`src/verilog/rtcscp_pkg.sv`:
```
package rtcscp_pkg;
   // ==========================================================
   // timing
   localparam int CLK_PERIOD_NS = 20;
   localparam int SPIKE_NS = 100;
   localparam int SPIKE_CYC = (SPIKE_NS + CLK_PERIOD_NS - 1) / CLK_PERIOD_NS;
   localparam logic [3:0] FILT_CNT = 4'(SPIKE_CYC + 1);
   // ==========================================================
   // addressing
   localparam logic [4:0] ADDR_FIXED_DEFAULT = 5'h14;
   localparam int BIT_RW = 0;
   localparam int BIT_CMD_HI = 7;
   localparam int BIT_BANK = 3;
   // ==========================================================
   // command field
   localparam logic [2:0] CMD_REG_ACCESS = 3'h0;
   localparam logic [2:0] CMD_READ_FLAGS = 3'h1;
   localparam logic [2:0] CMD_PRESC_CLEAR = 3'h2;
   localparam logic [2:0] CMD_TIME_ADJUST = 3'h3;
   localparam logic [2:0] CMD_CLR_NODATE = 3'h4;
   localparam logic [2:0] CMD_SET_NODATE = 3'h5;
   localparam logic [2:0] CMD_CLR_ALARM = 3'h6;
   // ==========================================================
   // target index and field masks
   localparam logic [1:0] IDX_HOURS = 2'h0;
   localparam logic [1:0] IDX_MINUTES = 2'h1;
   localparam logic [1:0] IDX_DAYS = 2'h2;
   localparam logic [1:0] IDX_MONTHS = 2'h3;
   localparam logic [7:0] MASK_HOURS = 8'h3F;
   localparam logic [7:0] MASK_MINUTES = 8'h7F;
   localparam logic [7:0] MASK_DAYS = 8'h3F;
   localparam logic [7:0] MASK_MONTHS = 8'h1F;
   localparam logic [6:0] SEC_ADJ_LIMIT = 7'h30;
   // ==========================================================
   // flag byte layout and reset values
   localparam int FLAG_MIN = 4;
   localparam int FLAG_SEC = 3;
   localparam int FLAG_NODATE = 2;
   localparam int FLAG_ALARM = 1;
   localparam int FLAG_SUPPLY = 0;
   localparam logic [7:0] ALARM_RESET = 8'h00;
   localparam logic [2:0] TARGET_RESET = 3'h0;
   // ==========================================================
   // types
   typedef struct packed {
      logic [7:0] months;
      logic [7:0] days;
      logic [7:0] hours;
      logic [7:0] minutes;
   } rtcscp_time_t;
   typedef struct packed {
      logic [1:0] index;
      logic [7:0] data;
   } rtcscp_twr_t;
   typedef enum logic [2:0] {ST_IDLE, ST_RX, ST_ACK, ST_TX, ST_TXACK} rtcscp_state_t;
endpackage

```
`src/verilog/rtcscp_port.sv`:
```
`timescale 1ns/1ps
module rtcscp_port
#(
   parameter logic [4:0] ADDR_FIXED = rtcscp_pkg::ADDR_FIXED_DEFAULT
)
(
   input wire logic clk_sys,
   input wire logic reset,
   input wire logic ce,
   input wire logic scl_in,
   input wire logic sda_in,
   output logic sda_out,
   output logic sda_oe,
   input wire logic addr_select_hi,
   input wire logic addr_select_lo,
   input wire logic [6:0] seconds_count,
   input wire logic minute_pulse_level,
   input wire logic seconds_pulse,
   input wire logic power_fail_event,
   input wire logic compare_strobe,
   input wire rtcscp_pkg::rtcscp_time_t time_in,
   output rtcscp_pkg::rtcscp_twr_t time_wr,
   output logic time_wr_strobe,
   output logic prescaler_clear,
   output logic minute_advance,
   output logic alarm_match,
   output logic ignore_date_flag,
   output logic supply_fail_flag
);
   // ==========================================================
   // pin synchroniser and spike filter
   logic [3:0] pin_raw;
   logic [3:0] s1_reg, s2_reg, s3_reg, filt_reg, filt_next;
   logic [3:0][3:0] cnt_reg, cnt_next;

   assign pin_raw = {addr_select_hi, addr_select_lo, sda_in, scl_in};

   genvar gi;
   generate
      for (gi = 0; gi < 4; gi++)
      begin : g_pin
         always_comb
         begin
            filt_next[gi] = filt_reg[gi];
            cnt_next[gi] = 4'h0;
            if (s2_reg[gi] == s3_reg[gi] && s3_reg[gi] != filt_reg[gi])
            begin
               cnt_next[gi] = cnt_reg[gi] + 4'h1;
               if (cnt_next[gi] == rtcscp_pkg::FILT_CNT)
               begin
                  filt_next[gi] = s3_reg[gi];
                  cnt_next[gi] = 4'h0;
               end
            end
         end
      end
   endgenerate

   always_ff @(posedge clk_sys or posedge reset)
   begin
      if (reset)
      begin
         s1_reg <= 4'hF;
         s2_reg <= 4'hF;
         s3_reg <= 4'hF;
         filt_reg <= 4'hF;
         cnt_reg <= '0;
      end
      else if (ce)
      begin
         s1_reg <= pin_raw;
         s2_reg <= s1_reg;
         s3_reg <= s2_reg;
         filt_reg <= filt_next;
         cnt_reg <= cnt_next;
      end
   end

   // ==========================================================
   // bus events
   logic scl_f, sda_f, scl_old_reg, sda_old_reg;
   logic scl_rise, scl_fall, bus_start, bus_stop;

   assign scl_f = filt_reg[0];
   assign sda_f = filt_reg[1];
   logic addr_select_hi_f, addr_select_lo_f;
   assign addr_select_hi_f = filt_reg[3];
   assign addr_select_lo_f = filt_reg[2];
   assign scl_rise = scl_f && !scl_old_reg;
   assign scl_fall = !scl_f && scl_old_reg;
   assign bus_start = scl_f && scl_old_reg && !sda_f && sda_old_reg;
   assign bus_stop = scl_f && scl_old_reg && sda_f && !sda_old_reg;

   // ==========================================================
   // protocol engine and registers
   rtcscp_pkg::rtcscp_state_t state_reg, state_next;
   logic [7:0] shift_reg, shift_next;
   logic [3:0] bits_reg, bits_next;
   logic first_reg, first_next;
   logic is_cmd_reg, is_cmd_next;
   logic read_reg, read_next;
   logic reg_mode_reg, reg_mode_next;
   logic flag_mode_reg, flag_mode_next;
   logic [2:0] target_reg, target_next;
   logic [3:0][7:0] alarm_reg, alarm_next;
   logic oe_reg, oe_next;
   logic nodate_reg, nodate_next, amatch_reg, amatch_next, sfail_reg, sfail_next;
   rtcscp_pkg::rtcscp_twr_t twr_reg, twr_next;
   logic twr_stb_reg, twr_stb_next, pclr_reg, pclr_next, madv_reg, madv_next;
   logic [3:0][7:0] masks;
   logic [7:0] tx_byte;
   logic [3:0][7:0] time_vec;
   logic cmd_ok, access_ok, amatch_set, alarm_clr_cmd;

   assign masks = {rtcscp_pkg::MASK_MONTHS, rtcscp_pkg::MASK_DAYS,
                   rtcscp_pkg::MASK_MINUTES, rtcscp_pkg::MASK_HOURS};
   assign time_vec = {time_in.months, time_in.days, time_in.minutes, time_in.hours};

   // alarm compare on the calendar's strobe
   assign amatch_set = compare_strobe
      && alarm_reg[rtcscp_pkg::IDX_HOURS] == time_in.hours
      && alarm_reg[rtcscp_pkg::IDX_MINUTES] == time_in.minutes
      && (nodate_reg
          || (alarm_reg[rtcscp_pkg::IDX_DAYS] == time_in.days
              && alarm_reg[rtcscp_pkg::IDX_MONTHS] == time_in.months));

   // read byte selection
   always_comb
   begin
      tx_byte = 8'h00;
      if (flag_mode_reg)
      begin
         tx_byte[rtcscp_pkg::FLAG_MIN] = minute_pulse_level;
         tx_byte[rtcscp_pkg::FLAG_SEC] = seconds_pulse;
         tx_byte[rtcscp_pkg::FLAG_NODATE] = nodate_reg;
         tx_byte[rtcscp_pkg::FLAG_ALARM] = amatch_reg;
         tx_byte[rtcscp_pkg::FLAG_SUPPLY] = sfail_reg;
      end
      else if (target_reg[2])
         tx_byte = alarm_reg[target_reg[1:0]] & masks[target_reg[1:0]];
      else
         tx_byte = time_vec[target_reg[1:0]] & masks[target_reg[1:0]];
   end

   assign cmd_ok = !shift_reg[rtcscp_pkg::BIT_CMD_HI]
      && ((shift_reg[6:4] == rtcscp_pkg::CMD_REG_ACCESS && !shift_reg[rtcscp_pkg::BIT_BANK])
          || (shift_reg[6:4] != rtcscp_pkg::CMD_REG_ACCESS && shift_reg[6:4] != 3'h7));
   assign access_ok = cmd_ok && shift_reg[6:4] == rtcscp_pkg::CMD_REG_ACCESS;
   assign alarm_clr_cmd = state_reg == rtcscp_pkg::ST_RX && scl_fall && bits_reg == 4'h8
      && !first_reg && is_cmd_reg && cmd_ok && shift_reg[6:4] == rtcscp_pkg::CMD_CLR_ALARM;

   always_comb
   begin
      state_next = state_reg;
      shift_next = shift_reg;
      bits_next = bits_reg;
      first_next = first_reg;
      is_cmd_next = is_cmd_reg;
      read_next = read_reg;
      reg_mode_next = reg_mode_reg;
      flag_mode_next = flag_mode_reg;
      target_next = target_reg;
      alarm_next = alarm_reg;
      oe_next = oe_reg;
      nodate_next = nodate_reg;
      sfail_next = sfail_reg;
      twr_next = twr_reg;
      twr_stb_next = 1'b0;
      pclr_next = 1'b0;
      madv_next = 1'b0;
      amatch_next = amatch_reg;
      if (alarm_clr_cmd)
         amatch_next = 1'b0;
      if (amatch_set)
         amatch_next = 1'b1;
      unique case (state_reg)
         rtcscp_pkg::ST_IDLE:
         begin
         end
         rtcscp_pkg::ST_RX:
         begin
            if (scl_rise && bits_reg != 4'h8)
            begin
               shift_next = {shift_reg[6:0], sda_f};
               bits_next = bits_reg + 4'h1;
            end
            else if (scl_fall && bits_reg == 4'h8)
            begin
               state_next = rtcscp_pkg::ST_ACK;
               oe_next = 1'b1;
               if (first_reg)
               begin
                  first_next = 1'b0;
                  is_cmd_next = 1'b1;
                  read_next = shift_reg[rtcscp_pkg::BIT_RW];
                  if (shift_reg[7:1] != {ADDR_FIXED, addr_select_hi_f, addr_select_lo_f})
                  begin
                     state_next = rtcscp_pkg::ST_IDLE;
                     oe_next = 1'b0;
                  end
               end
               else if (is_cmd_reg)
               begin
                  is_cmd_next = 1'b0;
                  if (!cmd_ok)
                  begin
                     state_next = rtcscp_pkg::ST_IDLE;
                     oe_next = 1'b0;
                  end
                  else
                  begin
                     reg_mode_next = access_ok;
                     flag_mode_next = shift_reg[6:4] == rtcscp_pkg::CMD_READ_FLAGS;
                     unique case (shift_reg[6:4])
                        rtcscp_pkg::CMD_REG_ACCESS:
                        begin
                           target_next = shift_reg[2:0];
                           sfail_next = 1'b0;
                        end
                        rtcscp_pkg::CMD_PRESC_CLEAR:
                           pclr_next = 1'b1;
                        rtcscp_pkg::CMD_TIME_ADJUST:
                        begin
                           pclr_next = 1'b1;
                           madv_next = seconds_count >= rtcscp_pkg::SEC_ADJ_LIMIT;
                        end
                        rtcscp_pkg::CMD_CLR_NODATE:
                           nodate_next = 1'b0;
                        rtcscp_pkg::CMD_SET_NODATE:
                           nodate_next = 1'b1;
                        default:
                        begin
                        end
                     endcase
                  end
               end
               else if (reg_mode_reg)
               begin
                  if (target_reg[2])
                     alarm_next[target_reg[1:0]] = shift_reg & masks[target_reg[1:0]];
                  else
                  begin
                     twr_next.index = target_reg[1:0];
                     twr_next.data = shift_reg & masks[target_reg[1:0]];
                     twr_stb_next = 1'b1;
                  end
                  target_next = {target_reg[2], target_reg[1:0] + 2'h1};
               end
               else
               begin
                  state_next = rtcscp_pkg::ST_IDLE;
                  oe_next = 1'b0;
               end
            end
         end
         rtcscp_pkg::ST_ACK:
         begin
            if (scl_fall)
            begin
               bits_next = 4'h0;
               if (read_reg && !first_reg)
               begin
                  state_next = rtcscp_pkg::ST_TX;
                  shift_next = tx_byte;
                  oe_next = !tx_byte[7];
               end
               else
               begin
                  state_next = rtcscp_pkg::ST_RX;
                  oe_next = 1'b0;
               end
            end
         end
         rtcscp_pkg::ST_TX:
         begin
            if (scl_fall)
            begin
               bits_next = bits_reg + 4'h1;
               shift_next = {shift_reg[6:0], 1'b0};
               if (bits_reg == 4'h7)
               begin
                  state_next = rtcscp_pkg::ST_TXACK;
                  oe_next = 1'b0;
               end
               else
                  oe_next = !shift_reg[6];
            end
         end
         rtcscp_pkg::ST_TXACK:
         begin
            if (scl_rise)
            begin
               if (sda_f)
                  state_next = rtcscp_pkg::ST_IDLE;
               else if (!flag_mode_reg)
                  target_next = {target_reg[2], target_reg[1:0] + 2'h1};
            end
            else if (scl_fall)
            begin
               state_next = rtcscp_pkg::ST_TX;
               bits_next = 4'h0;
               shift_next = tx_byte;
               oe_next = !tx_byte[7];
            end
         end
      endcase
      if (bus_stop)
      begin
         state_next = rtcscp_pkg::ST_IDLE;
         oe_next = 1'b0;
      end
      if (bus_start)
      begin
         state_next = rtcscp_pkg::ST_RX;
         bits_next = 4'h0;
         first_next = 1'b1;
         is_cmd_next = 1'b0;
         oe_next = 1'b0;
      end
      if (power_fail_event)
         sfail_next = 1'b1;
   end

   always_ff @(posedge clk_sys or posedge reset)
   begin
      if (reset)
      begin
         scl_old_reg <= 1'b1;
         sda_old_reg <= 1'b1;
         state_reg <= rtcscp_pkg::ST_IDLE;
         shift_reg <= 8'h00;
         bits_reg <= 4'h0;
         first_reg <= 1'b0;
         is_cmd_reg <= 1'b0;
         read_reg <= 1'b0;
         reg_mode_reg <= 1'b0;
         flag_mode_reg <= 1'b0;
         target_reg <= rtcscp_pkg::TARGET_RESET;
         alarm_reg <= {4{rtcscp_pkg::ALARM_RESET}};
         oe_reg <= 1'b0;
         nodate_reg <= 1'b0;
         amatch_reg <= 1'b0;
         sfail_reg <= 1'b0;
         twr_reg <= '0;
         twr_stb_reg <= 1'b0;
         pclr_reg <= 1'b0;
         madv_reg <= 1'b0;
      end
      else if (ce)
      begin
         scl_old_reg <= scl_f;
         sda_old_reg <= sda_f;
         state_reg <= state_next;
         shift_reg <= shift_next;
         bits_reg <= bits_next;
         first_reg <= first_next;
         is_cmd_reg <= is_cmd_next;
         read_reg <= read_next;
         reg_mode_reg <= reg_mode_next;
         flag_mode_reg <= flag_mode_next;
         target_reg <= target_next;
         alarm_reg <= alarm_next;
         oe_reg <= oe_next;
         nodate_reg <= nodate_next;
         amatch_reg <= amatch_next;
         sfail_reg <= sfail_next;
         twr_reg <= twr_next;
         twr_stb_reg <= twr_stb_next;
         pclr_reg <= pclr_next;
         madv_reg <= madv_next;
      end
   end

   // ==========================================================
   // outputs
   assign sda_out = 1'b0;
   assign sda_oe = oe_reg;
   assign time_wr = twr_reg;
   assign time_wr_strobe = twr_stb_reg;
   assign prescaler_clear = pclr_reg;
   assign minute_advance = madv_reg;
   assign alarm_match = amatch_reg;
   assign ignore_date_flag = nodate_reg;
   assign supply_fail_flag = sfail_reg;
endmodule

```
`config.mk`:
```
export PLATFORM = sky130hd
export DESIGN_NAME = rtcscp_port
export DESIGN_NICKNAME = d
export VERILOG_FILES = /design/src/verilog/rtcscp_pkg.sv /design/src/verilog/rtcscp_port.sv
export SDC_FILE = /design/constraint.sdc
export NUM_CORES = 1
export LEC_CHECK = 0
export ABC_AREA = 1
export BUFFER_PORTS_ARGS = -buffer_cell sky130_fd_sc_hd__buf_2
export CAP_MARGIN = 10
export CORE_MARGIN = 8
export CORE_UTILIZATION = 54
export DETAILED_ROUTE_END_ITERATION = 10
export GPL_ROUTABILITY_DRIVEN = 0
export HOLD_SLACK_MARGIN = 0.02
export PLACE_DENSITY = 0.77
export SYNTH_ARGS = -nofsm -noshare
export SYNTH_HDL_FRONTEND = slang
export SYNTH_SLANG_ARGS = --single-unit
```
`constraint.sdc`:
```
create_clock -name clk_sys -period 2.6 [get_ports clk_sys]
set_input_delay 0.13 -clock clk_sys [delete_from_list [all_inputs] [get_ports clk_sys]]
set_output_delay 0.13 -clock clk_sys [all_outputs]
set_load 0.02 [all_outputs]
```
**Word level (Yosys, flattened, before mapping)**

Cells that the tools add are included.

- Register bits after elaboration: 106
- Input port bits: 50
- Output and inout bits: 18

- Add/subtract/negate cells: 6
- Order comparisons: 3
- Equality and inequality tests: 61
- Mux-type cells: 118
- Bitwise gates (word level): 8
- Reduce and logical (&&, ||, !) cells: 74

Operators by type and width:

| operator | number |
|---|---|
| two-way mux 8 bit | 11 |
| two-way mux 3 bit | 19 |
| two-way mux 1 bit | 55 |
| two-way mux 4 bit | 13 |
| binary-select mux 8 bit (select 2 bit) | 3 |
| AND reduction 8 bit | 6 |
| bitwise mux 32 bit | 1 |
| == test 8 bit | 4 |
| case mux 8 bit (4 select lines) | 1 |
| logical AND 1 bit | 29 |
| != test 4 bit (second input constant) | 7 |
| != test 2 bit (second input constant) | 13 |
| AND 8 bit | 3 |
| adder 4 x 1 -> 4 bit (second input constant) | 5 |
| == test 4 x 3 -> 1 bit (second input constant) | 5 |
| nonzero test 2 bit | 10 |
| != test 3 bit (second input constant) | 6 |
| AND reduction 9 bit | 2 |
| demux 8 bit (select 2 bit) | 1 |
| two-way mux 2 bit | 8 |
| case mux 4 bit (4 select lines) | 1 |
| == test 3 x 2 -> 1 bit (second input constant) | 4 |
| == test 3 bit (second input constant) | 4 |
| case mux 3 bit (4 select lines) | 1 |
| other kinds (32) | 58 |

**Depth between registers and ports, before layout**

- Depth in word-level cells: 12
- Gate-level depth with buffers: 12
- Depth with buffers taken out: 12

**Worst setup path after synthesis**

Ideal clock, no wire load.

- Kind: reg2reg
- Start: register scl_old_reg
- End: register alarm_reg[3] (netlist name)
- Arrival time: 1,555 ps
- Data required time: 2,477 ps
- Setup slack: 922 ps
- Stages on the path, launching flop included: 12
- Path buffers: 1
- Period minus slack after synthesis: 1,678 ps
- Cell sequence: dfstp_2 > inv_1 > ha_1 > o21ai_1 > inv_1 > nor2_1 > nand2_2 > inv_2 > nand2_2 > buf_6 > nand2_1 > o21ai_2

- Cells in the longest elaborated chain, start to end: 5

Ends and longest elaborated chain:

| element | line | RTL |
|---|---|---|
| start, declared | rtcscp_port.sv:81 | `logic scl_f, sda_f, scl_old_reg, sda_old_reg;` |
| start signal, assigned | rtcscp_port.sv:351 | `scl_old_reg <= scl_f;` |
| zero test 1 bit | rtcscp_port.sv:89 | `assign scl_rise = scl_f && !scl_old_reg;` |
| logical AND 1 bit | rtcscp_port.sv:89 |  |
| logical AND 1 bit | rtcscp_port.sv:182 | `if (scl_rise && bits_reg != 4'h8)` |
| inverter 1 bit (no line) | - |  |
| AND reduction 8 bit (no line) (*) | - |  |
| end signal, assigned | rtcscp_port.sv:339 | `alarm_reg <= {4{rtcscp_pkg::ALARM_RESET}};` |
| end signal, assigned | rtcscp_port.sv:362 | `alarm_reg <= alarm_next;` |
| end, declared | rtcscp_port.sv:105 | `logic [3:0][7:0] alarm_reg, alarm_next;` |

Mark *: on every way between the ends. The rest lies on a longest branch, timed or not.
A chain may end at the register's enable or synchronous reset.

**Final worst setup path**

- Start: register filt_reg[0]
- End: register alarm_reg[29] (netlist name)

- Cells in the longest elaborated chain, start to end: 4

Ends and longest elaborated chain:

| element | line | RTL |
|---|---|---|
| start, declared | rtcscp_port.sv:33 | `logic [3:0] s1_reg, s2_reg, s3_reg, filt_reg, filt_next;` |
| start signal, assigned | rtcscp_port.sv:74 | `filt_reg <= filt_next;` |
| zero test 1 bit or logical AND 1 bit (tied branches) | rtcscp_port.sv:90, rtcscp_port.sv:89 |  |
| logical AND 1 bit, on equally long branches | rtcscp_port.sv:90, rtcscp_port.sv:182 |  |
| logical AND 1 bit or inverter 1 bit (tied branches) | - |  |
| AND reduction 8 bit (no line) (*) | - |  |

Marked as above.

==> summary.md <==
* class of the most critical hold timing path: in2reg
* Post-synth top flop: sky130_fd_sc_hd__dfrtp_1
* post-CTS setup repair buffer count: 0
* kind of start point of the critical path: flop
* async set-or-reset flop fraction in the synthesized netlist: 100.0%
* fill cell total of the finished layout: 1034
* Min-Delay Startpoint: minute_pulse_level
* area of the mapped netlist: 6108 sq um
* most used standard cell by instance count after synthesis: sky130_fd_sc_hd__nand2_1
* Power Density: 522.2 nW/um^2
* vias in the first global route: 5372
* Avg Cell Area, Syn: 7.237 sq um
* top cell type's share of synthesized area: 34.00%
* hold path cells: 5
* post_cts resized: 0
* layout cell share with drive strength beyond 1: 14.54%
* largest net degree at the start of global routing: 102
* NumNets Final: 971
* GRT Total Usage: 21.32%
* Antenna Cells: 0
* count of port buffers added during placement: 61
* area of the multi-input gates: 3034 sq um
* arrival time worst endpoint: 2230 ps
* area added between synthesis and finish: 12.78%
* number of core rows: 39
* reg2reg setup slack: 590 ps
* max-cap viol count: 0
* worst-skew pair later-pin latency: 350 ps
* worst relative slew slack: 48.23%
* capture point of the worst reg-to-reg path: alarm_reg[29]
* cell area after placement: 6513 sq um
* Core Footprint: 11220 sq um
* antenna violations before repair: 0
* setup repair after global routing missed its margin: no
* final-report setup violation count: 0
* worst clock skew: 8.901 ps
* Final Hold Slack: 181.4 ps
* number of distinct library cell variants in the gate-level netlist after synthesis: 35
* Slew Limit Fails: 0
* fmax: 0.4972 GHz
* Die Height: 122.4 um
* count of yosys warnings during synthesis: 0
* first drt pass iteration count: 5
* first-pass GRT wire length: 25690 um
* leftover overflow at the end of global routing: 0
* total number of H-tree levels: 3
* Antenna Violating Nets Remaining: 0
* sequential cell area fraction in the yosys report: 41.75%
* cell type contributing the most total cell area after synthesis: sky130_fd_sc_hd__dfrtp_1
* mean routed wirelength per cell: 14.61 um
* final critical-path required period: 2011 ps
* cell at the root of the clock tree: sky130_fd_sc_hd__clkbuf_16
* launching point of the worst reg2reg path: filt_reg[0]
* FF+latch count, synth: 101
* run status: complete, no violations
* number of buffers created by CTS: 9
* HPWL reported at the end of detailed placement: 11190 um
* Worst VDD drop: 288.3 uV
* width of the die: 122.4 um
* number of enable-type register cells in the synthesized netlist: 0
* leakage dissipation: 3.360 nW
* initial drt markers: 492
* Synth top cells by count: sky130_fd_sc_hd__nand2_1 (243), sky130_fd_sc_hd__inv_1 (100), sky130_fd_sc_hd__dfrtp_1 (83), sky130_fd_sc_hd__o21ai_0 (82), sky130_fd_sc_hd__nand3_1 (75)
* post-DR vias/cell: 5.339
* hold violation total from the final report: 0
* hold buffer count at cts: 7
* hold endpoint: shift_reg[4]
* crit-path max FO: 13
* maximum buffer depth of the clock tree: 2
* Die Area: 14970 sq um
* classification of the worst setup path: reg2reg
* Total Wirelength: 15350 um
* worst slew pin tran: 775.8 ps
* clock sink count: 101
* Critical Path Sink Type: flop
* register clock-pin slew on the reported worst setup and hold paths: 70 ps
* Boundary Pins: 68
* # DRC: 0
* Largest register FFs: 28
* TritonCTS clock tree: yes
* Worst EP required: 2820 ps
* routed via count: 5611
* final-layout setup total negative slack: 0 ps
* Final period util: 77.36%
* depth of the most critical reg-to-reg path: 10
* effective utilization at floorplan: 54.43%
* sequential standard cell area: 2550 sq um
* main area contributors after synthesis: sky130_fd_sc_hd__dfrtp_1 (34%), sky130_fd_sc_hd__nand2_1 (15%), sky130_fd_sc_hd__dfstp_2 (7.7%), sky130_fd_sc_hd__o21ai_0 (6.7%), sky130_fd_sc_hd__inv_1 (6.1%)
* number of cells produced by synthesis: 844
* final instance area: 6889 sq um
[cell type report]
type	instances	share of cell area, %
inverter	104	5.721
sequential	101	37.01
clock buffer	10	3.324
tap	143	2.597
multi-input combinational	614	44.04
clock inverter	6	1.126
timing repair buffer	73	6.175
[worst max path at each step]
stage                startpoint       endpoint  cells past startpoint
floorplan           scl_old_reg   alarm_reg[3]                     11
global placement    filt_reg[0]  alarm_reg[29]                     10
detailed placement  filt_reg[0]  alarm_reg[29]                     10
CTS                 filt_reg[0]  alarm_reg[29]                     10
global route        bits_reg[0]  alarm_reg[29]                     12
finish              filt_reg[0]  alarm_reg[29]                     10
[routing by layer]
metal	up-vias	track usage (%)	wire (um)
met1	2578	27.13	6645
met2	170	35.09	7359
li1	2828	-	-
met3	35	2.898	883
met5	-	0	0
met4	0	10.66	464
[critical path, cell delays in order (launching register included)]
cell and delay (ps):
sky130_fd_sc_hd__dfstp_2 590, sky130_fd_sc_hd__inv_1 60, sky130_fd_sc_hd__ha_1 230, sky130_fd_sc_hd__nand2_1 190, sky130_fd_sc_hd__nor2_4 70, sky130_fd_sc_hd__nand2_2 180, sky130_fd_sc_hd__inv_2 70, sky130_fd_sc_hd__nand2_2 250
sky130_fd_sc_hd__inv_1 90, sky130_fd_sc_hd__nand2_1 60, sky130_fd_sc_hd__o21ai_0 80
[report_power, final]
group          switching (mW)  internal [mW]  total (mW)
logic                   0.321          0.154       0.475
registers              0.0900           1.66        1.75
clock network           0.611          0.765        1.38
[cells by family after synthesis]
kind of cell	after synthesis	synth area share (%)
AO/OA/AOI/OAI	135	12.00
XOR/XNOR	20	2.868
adder cells (fa/ha/maj)	18	3.687
buffers and inverters	130	8.644
flip-flops	101	41.75
other	1	0.06139
AND/OR/NAND/NOR	439	30.99
[through the flow]
stage	setup WS [ps]	cells	power [mW]	utilization [%]
floorplan	922.3	845	2.064	-
finish	588.6	1051	3.597	61.38
detailed placement	603.6	1028	2.239	58.03
global route	430.2	1051	3.764	61.38
CTS	587.9	1051	3.627	61.38
global placement	646.7	1028	2.225	58.03
[placed cells by master, fill, tap and decap left out, types with 2 or more instances in the layout]
cell type | Yosys | layout
sky130_fd_sc_hd__a21oi_1 | 27 | 27
sky130_fd_sc_hd__buf_2 | 11 | 61
sky130_fd_sc_hd__buf_4 | 3 | 4
sky130_fd_sc_hd__clkbuf_16 | 0 | 9
sky130_fd_sc_hd__clkinvlp_4 | 0 | 2
sky130_fd_sc_hd__conb_1 | 1 | 2
sky130_fd_sc_hd__dfrtp_1 | 83 | 83
sky130_fd_sc_hd__dfstp_2 | 18 | 18
sky130_fd_sc_hd__dlygate4sd3_1 | 0 | 7
sky130_fd_sc_hd__ha_1 | 18 | 18
sky130_fd_sc_hd__inv_1 | 100 | 99
sky130_fd_sc_hd__inv_2 | 3 | 3
sky130_fd_sc_hd__inv_8 | 0 | 2
sky130_fd_sc_hd__nand2_1 | 243 | 243
sky130_fd_sc_hd__nand2_2 | 6 | 6
sky130_fd_sc_hd__nand3_1 | 75 | 75
sky130_fd_sc_hd__nand3_2 | 2 | 2
sky130_fd_sc_hd__nand3b_1 | 3 | 3
sky130_fd_sc_hd__nand4_1 | 9 | 9
sky130_fd_sc_hd__nor2_1 | 71 | 71
sky130_fd_sc_hd__nor2_4 | 5 | 5
sky130_fd_sc_hd__nor3_1 | 20 | 20
sky130_fd_sc_hd__o21ai_0 | 82 | 82
sky130_fd_sc_hd__o21ai_1 | 8 | 8
sky130_fd_sc_hd__o21ai_2 | 12 | 12
sky130_fd_sc_hd__o31ai_1 | 3 | 3
sky130_fd_sc_hd__or2_2 | 2 | 2
sky130_fd_sc_hd__xnor2_1 | 6 | 6
sky130_fd_sc_hd__xor2_1 | 14 | 14
(Power assumes the default switching activity.)
